===== src/drc_defs.vh =====
// Purpose: Shared constants for the request-driven transfer engine
// Assumes: Included by every design file of the engine
// Notes:   Definitions only
`ifndef DRC_DEFS_VH
`define DRC_DEFS_VH

// Engine states
`define DRC_ST_IDLE   3'h0
`define DRC_ST_LOAD   3'h1
`define DRC_ST_READ   3'h2
`define DRC_ST_WRITE  3'h3
`define DRC_ST_DONE   3'h4

// Address modes
`define DRC_AM_FIXED  2'h0
`define DRC_AM_INCR   2'h1
`define DRC_AM_OFFS   2'h2

// Element size codes (bytes = 1 << code)
`define DRC_SZ_8      2'h0
`define DRC_SZ_16     2'h1
`define DRC_SZ_32     2'h2
`define DRC_SZ_64     2'h3

// Descriptor layout
`define DRC_DESC_W    108
`define DRC_F_SRC     31:0
`define DRC_F_DST     63:32
`define DRC_F_CNT     79:64
`define DRC_F_ESZ     81:80
`define DRC_F_SMODE   83:82
`define DRC_F_DMODE   85:84
`define DRC_F_OFFS    101:86
`define DRC_F_OFFS_MSB 101
`define DRC_F_CHAIN   102
`define DRC_F_CHAIN_CH 106:103
`define DRC_F_AUTO    107

// Fixed routing of shared request sources onto request lines
`define DRC_OST_L0    12
`define DRC_OST_L1    13
`define DRC_OST_L2    18
`define DRC_OST_L3    19
`define DRC_BS1_RX_L  0
`define DRC_BS1_TX_L  1

// Reset values
`define DRC_ADDR_RST  32'h0000_0000
`define DRC_DATA_RST  64'h0000_0000_0000_0000
`define DRC_ZERO32    32'h0000_0000

`endif


===== src/drc_fifo.v =====
// Purpose: Transfer buffer between the read and write phases
// Assumes: Single clock, synchronous active-low reset
// Notes:   Flush empties the buffer in one cycle
`timescale 1ns/100ps
`include "drc_defs.vh"

module drc_fifo #(
  parameter W = 64,
  parameter D = 4
) (
  // Clock and reset
  input  wire         clk_sys,
  input  wire         rstn,
  input  wire         flush,
  // Fill side
  input  wire         in_valid,
  output wire         in_ready,
  input  wire [W-1:0] in_data,
  // Drain side
  output wire         out_valid,
  input  wire         out_ready,
  output wire [W-1:0] out_data
);
  localparam AW = (D > 1) ? $clog2(D) : 1;
  localparam [AW:0] DEPTH = D;

  reg  [W-1:0] mem_q [0:D-1];
  reg  [AW-1:0] wp_q;
  reg  [AW-1:0] rp_q;
  reg  [AW:0]   cnt_q;
  wire          push;
  wire          pop;

  assign in_ready  = (cnt_q != DEPTH);
  assign out_valid = (cnt_q != {(AW+1){1'b0}});
  assign out_data  = mem_q[rp_q];
  assign push      = in_valid & in_ready;
  assign pop       = out_valid & out_ready;

  always @(posedge clk_sys) begin
    if (push) begin
      mem_q[wp_q] <= in_data;
    end
  end

  always @(posedge clk_sys) begin
    if (!rstn || flush) begin
      wp_q  <= {AW{1'b0}};
      rp_q  <= {AW{1'b0}};
      cnt_q <= {(AW+1){1'b0}};
    end else begin
      if (push) begin
        wp_q <= (wp_q == D-1) ? {AW{1'b0}} : wp_q + 1'b1;
      end
      if (pop) begin
        rp_q <= (rp_q == D-1) ? {AW{1'b0}} : rp_q + 1'b1;
      end
      if (push && !pop) begin
        cnt_q <= cnt_q + 1'b1;
      end else if (pop && !push) begin
        cnt_q <= cnt_q - 1'b1;
      end
    end
  end
endmodule


===== src/drc_region_check.v =====
// Purpose: Blocks bus accesses forbidden by the protected regions
// Assumes: Region settings are static while a channel runs
// Notes:   Addresses outside every enabled region are allowed
`timescale 1ns/100ps
`include "drc_defs.vh"

module drc_region_check #(
  parameter NR = 4
) (
  // Access under test
  input  wire [31:0]      addr,
  input  wire             is_write,
  // Region settings, region i in slice i
  input  wire [NR*32-1:0] rgn_base,
  input  wire [NR*32-1:0] rgn_limit,
  input  wire [NR-1:0]    rgn_en,
  input  wire [NR-1:0]    rgn_rd_ok,
  input  wire [NR-1:0]    rgn_wr_ok,
  // Verdict
  output wire             blocked
);
  wire [NR-1:0] hit;
  genvar i;
  generate
    for (i = 0; i < NR; i = i + 1) begin : g_rgn
      assign hit[i] = rgn_en[i] &&
                      (addr >= rgn_base[i*32 +: 32]) &&
                      (addr <= rgn_limit[i*32 +: 32]) &&
                      (is_write ? !rgn_wr_ok[i] : !rgn_rd_ok[i]);
    end
  endgenerate
  assign blocked = |hit;
endmodule


===== src/drc_engine.v =====
// Purpose: Sixteen-channel request-driven memory transfer engine
// Assumes: Inputs are synchronous to clk_sys; bus holds m_ack high one cycle
// Notes:   Configuration arrives on plain ports, no software-visible registers
`timescale 1ns/100ps
`include "drc_defs.vh"

module drc_engine #(
  parameter NCH = 16,
  parameter NLN = 32,
  parameter FD  = 4,
  parameter NR  = 4
) (
  // Clock and reset
  input  wire             clk_sys,
  input  wire             rstn,
  // Request sources
  input  wire [NLN-1:0]   periph_req,
  input  wire [3:0]       os_tick_cmp,
  input  wire             bs1_spi_rx_req,
  input  wire             bs1_spi_tx_req,
  // Channel control
  input  wire [NCH-1:0]   chan_enable,
  input  wire [NCH-1:0]   sw_request,
  // Request assignment write
  input  wire             asg_wr,
  input  wire [3:0]       asg_chan,
  input  wire [4:0]       asg_line,
  // Descriptor write
  input  wire             desc_wr,
  input  wire [3:0]       desc_chan,
  input  wire [`DRC_DESC_W-1:0] desc_data,
  input  wire             desc_par_flip,
  // Protected regions
  input  wire [NR*32-1:0] rgn_base,
  input  wire [NR*32-1:0] rgn_limit,
  input  wire [NR-1:0]    rgn_en,
  input  wire [NR-1:0]    rgn_rd_ok,
  input  wire [NR-1:0]    rgn_wr_ok,
  // Bus master
  output reg              m_req,
  output reg              m_we,
  output reg  [31:0]      m_addr,
  output reg  [1:0]       m_size,
  output reg  [63:0]      m_wdata,
  input  wire             m_ack,
  input  wire [63:0]      m_rdata,
  // Status
  output reg              busy_q,
  output reg  [3:0]       active_chan_q,
  output reg  [NCH-1:0]   done_chan_q,
  output reg              parity_err_q,
  output reg              mpu_err_q,
  output reg  [3:0]       err_chan_q
);
  // Descriptor store
  reg  [`DRC_DESC_W-1:0] desc_mem [0:NCH-1];
  reg  [NCH-1:0]         par_mem_q;

  reg  [NLN-1:0] lines_q;
  reg  [4:0]     asg_q [0:NCH-1];
  reg  [NCH-1:0] lvl_prev_q;
  reg  [NCH-1:0] pend_q;
  reg  [NCH-1:0] armed_q;
  reg  [2:0]     st_q;
  reg  [3:0]     ch_q;
  reg  [31:0]    src_q;
  reg  [31:0]    dst_q;
  reg  [15:0]    rem_q;
  reg  [1:0]     esz_q;
  reg  [1:0]     smode_q;
  reg  [1:0]     dmode_q;
  reg  [31:0]    offs_q;
  reg  [NCH-1:0] clr_pend;
  reg  [NCH-1:0] chain_set;
  reg            flush;

  wire [NLN-1:0]          routed;
  wire [NCH-1:0]          lvl;
  wire [NCH-1:0]          cand;
  reg  [3:0]              pick;
  reg                     pick_ok;
  wire [`DRC_DESC_W-1:0]  rd_desc;
  wire                    rd_par;
  wire                    blocked;
  wire                    fifo_in_ready;
  wire                    fifo_out_valid;
  wire [63:0]             fifo_out_data;
  wire                    rd_done;
  wire                    wr_done;
  wire [31:0]             step;
  integer c;
  integer r;

  // Shared lines are plain OR: the sources are never enabled together
  assign routed = periph_req |
                  ({{(NLN-1){1'b0}}, os_tick_cmp[0]} << `DRC_OST_L0) |
                  ({{(NLN-1){1'b0}}, os_tick_cmp[1]} << `DRC_OST_L1) |
                  ({{(NLN-1){1'b0}}, os_tick_cmp[2]} << `DRC_OST_L2) |
                  ({{(NLN-1){1'b0}}, os_tick_cmp[3]} << `DRC_OST_L3) |
                  ({{(NLN-1){1'b0}}, bs1_spi_rx_req} << `DRC_BS1_RX_L) |
                  ({{(NLN-1){1'b0}}, bs1_spi_tx_req} << `DRC_BS1_TX_L);

  genvar g;
  generate
    for (g = 0; g < NCH; g = g + 1) begin : g_lvl
      assign lvl[g] = lines_q[asg_q[g]];
    end
  endgenerate

  assign cand    = pend_q & armed_q & chan_enable;
  assign rd_desc = desc_mem[ch_q];
  assign rd_par  = par_mem_q[ch_q];
  assign rd_done = (st_q == `DRC_ST_READ) && m_req && !m_we && m_ack;
  assign wr_done = (st_q == `DRC_ST_WRITE) && m_req && m_we && m_ack;
  assign step    = `DRC_ZERO32 | (32'h1 << esz_q);

  // Fixed priority, lowest channel first
  always @* begin
    pick    = 4'h0;
    pick_ok = 1'b0;
    for (c = NCH - 1; c >= 0; c = c - 1) begin
      if (cand[c]) begin
        pick    = c[3:0];
        pick_ok = 1'b1;
      end
    end
  end

  function [31:0] next_addr;
    input [31:0] a;
    input [1:0]  mode;
    input [31:0] inc;
    input [31:0] offs;
    begin
      if (mode == `DRC_AM_INCR) begin
        next_addr = a + inc;
      end else if (mode == `DRC_AM_OFFS) begin
        next_addr = a + offs;
      end else begin
        next_addr = a;
      end
    end
  endfunction

  drc_fifo #(.W(64), .D(FD)) u_fifo (
    .clk_sys   (clk_sys),
    .rstn      (rstn),
    .flush     (flush),
    .in_valid  (rd_done),
    .in_ready  (fifo_in_ready),
    .in_data   (m_rdata),
    .out_valid (fifo_out_valid),
    .out_ready (wr_done),
    .out_data  (fifo_out_data)
  );

  drc_region_check #(.NR(NR)) u_rgn (
    .addr      ((st_q == `DRC_ST_WRITE) ? dst_q : src_q),
    .is_write  (st_q == `DRC_ST_WRITE),
    .rgn_base  (rgn_base),
    .rgn_limit (rgn_limit),
    .rgn_en    (rgn_en),
    .rgn_rd_ok (rgn_rd_ok),
    .rgn_wr_ok (rgn_wr_ok),
    .blocked   (blocked)
  );

  // Descriptor writes; the flip input lets tests plant a parity fault
  always @(posedge clk_sys) begin
    if (desc_wr) begin
      desc_mem[desc_chan]  <= desc_data;
      par_mem_q[desc_chan] <= (^desc_data) ^ desc_par_flip;
    end
  end

  // Request lines, assignment and pending flags
  always @(posedge clk_sys) begin
    if (!rstn) begin
      lines_q    <= {NLN{1'b0}};
      lvl_prev_q <= {NCH{1'b0}};
      pend_q     <= {NCH{1'b0}};
      for (r = 0; r < NCH; r = r + 1) begin
        asg_q[r] <= r[4:0];
      end
    end else begin
      lines_q    <= routed;
      lvl_prev_q <= lvl;
      if (asg_wr) begin
        asg_q[asg_chan] <= asg_line;
      end
      // A set in the clearing cycle wins
      pend_q <= (pend_q & ~clr_pend) | (lvl & ~lvl_prev_q) | sw_request | chain_set;
    end
  end

  // Transfer sequencer
  always @(posedge clk_sys) begin
    if (!rstn) begin
      st_q          <= `DRC_ST_IDLE;
      ch_q          <= 4'h0;
      armed_q       <= {NCH{1'b0}};
      src_q         <= `DRC_ADDR_RST;
      dst_q         <= `DRC_ADDR_RST;
      rem_q         <= 16'h0000;
      esz_q         <= `DRC_SZ_8;
      smode_q       <= `DRC_AM_FIXED;
      dmode_q       <= `DRC_AM_FIXED;
      offs_q        <= `DRC_ZERO32;
      clr_pend      <= {NCH{1'b0}};
      chain_set     <= {NCH{1'b0}};
      flush         <= 1'b0;
      m_req         <= 1'b0;
      m_we          <= 1'b0;
      m_addr        <= `DRC_ADDR_RST;
      m_size        <= `DRC_SZ_8;
      m_wdata       <= `DRC_DATA_RST;
      busy_q        <= 1'b0;
      active_chan_q <= 4'h0;
      done_chan_q   <= {NCH{1'b0}};
      parity_err_q  <= 1'b0;
      mpu_err_q     <= 1'b0;
      err_chan_q    <= 4'h0;
    end else begin
      clr_pend     <= {NCH{1'b0}};
      chain_set    <= {NCH{1'b0}};
      flush        <= 1'b0;
      done_chan_q  <= {NCH{1'b0}};
      parity_err_q <= 1'b0;
      mpu_err_q    <= 1'b0;
      case (st_q)
        `DRC_ST_IDLE: begin
          busy_q <= 1'b0;
          if (pick_ok && clr_pend == {NCH{1'b0}}) begin
            ch_q           <= pick;
            active_chan_q  <= pick;
            clr_pend[pick] <= 1'b1;
            busy_q         <= 1'b1;
            st_q           <= `DRC_ST_LOAD;
          end
        end
        `DRC_ST_LOAD: begin
          if ((^rd_desc) != rd_par) begin
            parity_err_q  <= 1'b1;
            err_chan_q    <= ch_q;
            armed_q[ch_q] <= 1'b0;
            st_q          <= `DRC_ST_IDLE;
          end else begin
            src_q   <= rd_desc[`DRC_F_SRC];
            dst_q   <= rd_desc[`DRC_F_DST];
            rem_q   <= rd_desc[`DRC_F_CNT];
            esz_q   <= rd_desc[`DRC_F_ESZ];
            smode_q <= rd_desc[`DRC_F_SMODE];
            dmode_q <= rd_desc[`DRC_F_DMODE];
            offs_q  <= {{16{rd_desc[`DRC_F_OFFS_MSB]}}, rd_desc[`DRC_F_OFFS]};
            m_size  <= rd_desc[`DRC_F_ESZ];
            st_q    <= `DRC_ST_READ;
          end
        end
        `DRC_ST_READ: begin
          if (m_req) begin
            if (m_ack) begin
              m_req <= 1'b0;
              src_q <= next_addr(src_q, smode_q, step, offs_q);
              rem_q <= rem_q - 16'h0001;
            end
          end else if (rem_q != 16'h0000 && fifo_in_ready) begin
            if (blocked) begin
              mpu_err_q     <= 1'b1;
              err_chan_q    <= ch_q;
              armed_q[ch_q] <= 1'b0;
              flush         <= 1'b1;
              st_q          <= `DRC_ST_IDLE;
            end else begin
              m_req  <= 1'b1;
              m_we   <= 1'b0;
              m_addr <= src_q;
            end
          end else begin
            st_q <= `DRC_ST_WRITE;
          end
        end
        `DRC_ST_WRITE: begin
          if (m_req) begin
            if (m_ack) begin
              m_req <= 1'b0;
              m_we  <= 1'b0;
              dst_q <= next_addr(dst_q, dmode_q, step, offs_q);
            end
          end else if (fifo_out_valid) begin
            if (blocked) begin
              mpu_err_q     <= 1'b1;
              err_chan_q    <= ch_q;
              armed_q[ch_q] <= 1'b0;
              flush         <= 1'b1;
              st_q          <= `DRC_ST_IDLE;
            end else begin
              m_req   <= 1'b1;
              m_we    <= 1'b1;
              m_addr  <= dst_q;
              m_wdata <= fifo_out_data;
            end
          end else begin
            st_q <= (rem_q == 16'h0000) ? `DRC_ST_DONE : `DRC_ST_READ;
          end
        end
        `DRC_ST_DONE: begin
          done_chan_q[ch_q] <= 1'b1;
          // Auto-initiation keeps the channel armed on its stored descriptor
          if (!rd_desc[`DRC_F_AUTO] && !desc_wr) begin
            armed_q[ch_q] <= 1'b0;
          end
          if (rd_desc[`DRC_F_CHAIN]) begin
            chain_set[rd_desc[`DRC_F_CHAIN_CH]] <= 1'b1;
          end
          st_q <= `DRC_ST_IDLE;
        end
        default: begin
          st_q <= `DRC_ST_IDLE;
        end
      endcase
      // Placed after the case so a new descriptor beats a same-cycle disarm
      if (desc_wr) begin
        armed_q[desc_chan] <= 1'b1;
      end
    end
  end
endmodule


===== config.mk =====
export PLATFORM = sky130hd
export DESIGN_NAME = drc_engine
export DESIGN_NICKNAME = d
export VERILOG_FILES = /design/src/drc_fifo.v /design/src/drc_region_check.v /design/src/drc_engine.v
export VERILOG_INCLUDE_DIRS = /design/src
export SDC_FILE = /design/constraint.sdc
export NUM_CORES = 2
export LEC_CHECK = 0
export ABC_CLOCK_PERIOD_IN_PS = 12200
export BUFFER_PORTS_ARGS = -buffer_cell sky130_fd_sc_hd__buf_2
export CAP_MARGIN = 20
export CORE_ASPECT_RATIO = 1.75
export CORE_MARGIN = 4
export CORE_UTILIZATION = 40
export CTS_CLUSTER_DIAMETER = 60
export CTS_CLUSTER_SIZE = 8
export DETAILED_ROUTE_END_ITERATION = 8
export GPL_TIMING_DRIVEN = 0
export PLACE_DENSITY = 0.63
export SLEW_MARGIN = 10
export SYNTH_ARGS = -nofsm -noshare
export SYNTH_HDL_FRONTEND = slang
export SYNTH_HIERARCHICAL = 1
export SYNTH_SLANG_ARGS = --single-unit
export TNS_END_PERCENT = 5

===== constraint.sdc =====
create_clock -name clk_sys -period 12.2 [get_ports clk_sys]
set_clock_uncertainty 0.2 [all_clocks]
set_input_delay 2.44 -clock clk_sys [delete_from_list [all_inputs] [get_ports clk_sys]]
set_output_delay 2.44 -clock clk_sys [all_outputs]
set_load 0.02 [all_outputs]

==> qor.csv <==
metric,value,unit
vias,67100,
synthDominantCellAreaShare,57.9,%
worstReg2RegStart,st_q[2]$_SDFFE_PN0P_,
clock_latency,0.90,ns
hold_buffers,0,
critPathCaptureType,register,
ys_warn_count,6,
grt_pass1_wl,524,mm
path_max_fanout,10,
die-area,0.278,mm^2
run_status,finished with violations,
rsz0062_at_grt,no,
worstHoldStart,lvl_prev_q[12]$_SDFF_PN0_,
ys_top_cells_by_area,"edfxtp_1 58%, mux4_2 15%, dfxtp_1 6.6%, ha_1 3.8%, xnor2_1 1.7%",
ir_drop,0.272,mV
crit_top_cell,clkbuf_1,
p_leak,44.9,nW
critPathSlowestCell,a2111oi_2,
ant_nets,0,
coreArea,0.269,mm^2
avgSynthCellArea,16.4,um^2
wire_per_inst,32.8,um
die_w,401,um
crit_end,m_addr[29]$_SDFFE_PN0P_,
critPathRequiredTime,12.75,ns
crit_type,reg -> reg,
yosysTopAreaCell,edfxtp_1,
timing.setup.tns,0,ns
clk_path_buf_depth,4,
cts.sinks,2435,
r2r-end,m_addr[29]$_SDFFE_PN0P_,
routabilityCongestion,0.959,
synth_commonest_cells,"2080 x edfxtp_1, 715 x mux4_2, 429 x nand2_1",
initial_utilization,40.1,%
synth.most_common_cell,edfxtp_1,
viasPerCell,5.83,
totalWireLength,377,mm
setup_violations,0,
rrSetupSlack,3.37,ns
grt_max_degree,51,
port_buffers,655,
antenna_found_initial,104,
synth-seq-cells,2435,
start_kind,register,
arrival,9.38,ns
min_path_cells,1,
fmax,113,MHz
die_h,695,um
min_path_type,reg -> reg,
syn-cell-area,0.108,mm^2
finalPower,0.0213,W
htree_levels,5,
track_usage,26.5,%
cp_cell_sequence,clkbuf_1 -> nor2b_1 -> nand2_1 -> clkbuf_1 -> clkbuf_1 -> nand2_1 -> nand2_1 -> ha_1 -> a21oi_1 -> o21ai_1 -> a221oi_1 -> nor2_1 -> a2111oi_2 -> a221oi_1 -> or4_1 -> nor2_1 -> and3_1 -> a21oi_1 -> nor2_1 -> clkbuf_1 -> clkbuf_1 -> nor2_1 -> a311oi_1,
synth-main-ff-cell,edfxtp_1,
cts_tree,done,
cts_buffers,347,
worstMarginPinSlew,1.23,ns
finalCritPeriodShare,72.4,%
cts-resized-gates,0,
violations,design-rule violations,
dpl.hpwl,285,mm
dr.pass1.iters,9,
p_per_area,166,mW/mm^2
io-pin-count,656,
max-cap-violations,0,
area.growth.synth_to_final,18.9,%
ys_async_sr_fraction,0,%
slew_headroom,18.0,%
overflow,0,
hold_viol,0,
rows,252,
grt_pass1_vias,68900,
nNetsFinal,8623,
drc,3,
clk_pin_slew,0.05,ns
cpPeakStageDelay,0.85,ns
clk_root_buffer_cell,clkbuf_16,
fin_crit,8.83,ns
ff2ff_path_depth,23,
crit_start,st_q[2]$_SDFFE_PN0P_,
first_iter_violations,5874,
finalMaxSlewViolations,0,
synth_cell_types,91,
yosysSeqAreaShare,64.5,%
post_cts_buffers,0,
synth-edff-count,2080,
drive_above_1_share,26.8,%
postSynthCellCount,6584,
syn_nets,7441,
kinds of logic (layout without fill, tap and decap cells):
family                     count (synthesis)  count (layout)  synth area share (%)
muxes                                    853             853                  16.2
DFF                                     2435            2435                  64.5
other                                      0              49                     0
buffers and inverters                    643            1957                  2.73
xor gates and xnor gates                 256             256                  2.25
adders and majority gates                328             328                  3.83
AOI/OAI and AO/OA                        843             843                  5.15
and+or+nand+nor                         1226            1226                  5.32
cells in the final DEF (no fill, tap or decap), types with 13 or more instances in the layout:
| cell type | netlist | layout |
|---|---|---|
| xor2_1 | 39 | 39 |
| clkbuf_1 | 213 | 317 |
| and2_1 | 105 | 105 |
| buf_16 | 0 | 24 |
| o21a_1 | 22 | 22 |
| o21ai_0 | 114 | 114 |
| nor4_1 | 14 | 14 |
| buf_1 | 13 | 13 |
| mux2i_1 | 138 | 137 |
| nor2_4 | 1 | 13 |
| o211ai_1 | 14 | 14 |
| o21bai_1 | 20 | 20 |
| nor3_1 | 35 | 31 |
| diode_2 | 0 | 49 |
| clkbuf_16 | 0 | 352 |
| mux4_2 | 715 | 715 |
| or3_1 | 34 | 34 |
| edfxtp_1 | 2080 | 2080 |
| nor2b_1 | 37 | 37 |
| a21oi_1 | 320 | 320 |
| xnor2_1 | 204 | 202 |
| a21o_1 | 73 | 73 |
| a211oi_1 | 41 | 41 |
| buf_6 | 40 | 71 |
| a311oi_1 | 49 | 49 |
| nand2_1 | 429 | 429 |
| ha_1 | 325 | 325 |
| o31ai_1 | 50 | 50 |
| nand2b_1 | 43 | 43 |
| dfxtp_1 | 355 | 355 |
| inv_1 | 289 | 289 |
| buf_4 | 35 | 86 |
| nand3_1 | 80 | 80 |
| buf_12 | 0 | 63 |
| a221oi_1 | 36 | 36 |
| nand4_1 | 51 | 51 |
| buf_2 | 47 | 703 |
| and3_1 | 18 | 18 |
| nor2_1 | 329 | 316 |
area by class of cell:
cell class | instances | area, um^2
Clock inverter | 19 | 325
Tap cell | 3556 | 4450
Antenna cell | 49 | 123
Multi-Input combinational cell | 3506 | 35500
Clock buffer | 462 | 9220
Inverter | 291 | 1090
Fill cell | 22800 | 140000
Buffer | 352 | 1860
Timing Repair Buffer | 833 | 6060
Sequential cell | 2435 | 69600
critical path, delay by kind of cell (launching register included):
kind,cells,cell delay [ns]
DFF,1,0.30
buffers and inverters,5,2.16
AOI/OAI and AO/OA,7,2.38
adders and majority gates,1,0.35
and+or+nand+nor,10,3.32
per-layer routing:
layer	vias to the layer above	track usage, %	routed length [um]
met5	-	0	658
met4	100	18.4	31600
met3	1040	6.50	30800
met2	3465	47.4	195000
met1	34300	27.2	120000
li1	28200	-	-
power by group:
| part | switching (W) | internal (W) |
|---|---|---|
| Clock | 0.00349 | 0.00523 |
| Combinational | 0.00200 | 0.00105 |
| Sequential | 0.000147 | 0.00938 |
| Total | 0.00563 | 0.0157 |
flip-flops by register name (all words and copies together) (netlist names), 4 cells and up, named ones only:
name,flops
rem_q,16
armed_q,16
m_wdata,64
par_mem_q,16
ch_q,4
pend_q,16
lines_q,32
done_chan_q,16
desc_mem,1728
src_q,32
clr_pend,16
u_fifo/mem_q,256
m_addr,32
dst_q,32
asg_q,80
chain_set,16
offs_q,16
lvl_prev_q,16
err_chan_q,4
worst min path at each step:
stage | to | slack (ns)
floorplan | pend_q[0]$_SDFF_PN0_ | 0.20
global placement | pend_q[5]$_SDFF_PN0_ | 0.21
detailed placement | pend_q[14]$_SDFF_PN0_ | 0.21
CTS | pend_q[12]$_SDFF_PN0_ | 0.19
finish | pend_q[12]$_SDFF_PN0_ | 0.19
global route | pend_q[12]$_SDFF_PN0_ | 0.22
per-stage QoR:
step | hold slack [ns] | instance area (um^2) | std cells | worst slack [ns] | util, %
6_report | 0.190 | 128000 | 11500 | 3.37 | 47.7
5_1_grt | 0.216 | 128000 | 11500 | 3.08 | 47.7
4_1_cts | 0.190 | 128000 | 11500 | 3.38 | 47.7
3_5_place_dp | 0.211 | 118000 | 11000 | 3.32 | 44.1
3_3_place_gp | 0.212 | 116000 | 10800 | -10.39 | 43.0
2_1_floorplan | 0.200 | 108000 | 6584 | 0.916 | -
Note: power is estimated with default switching activity, not from simulation.
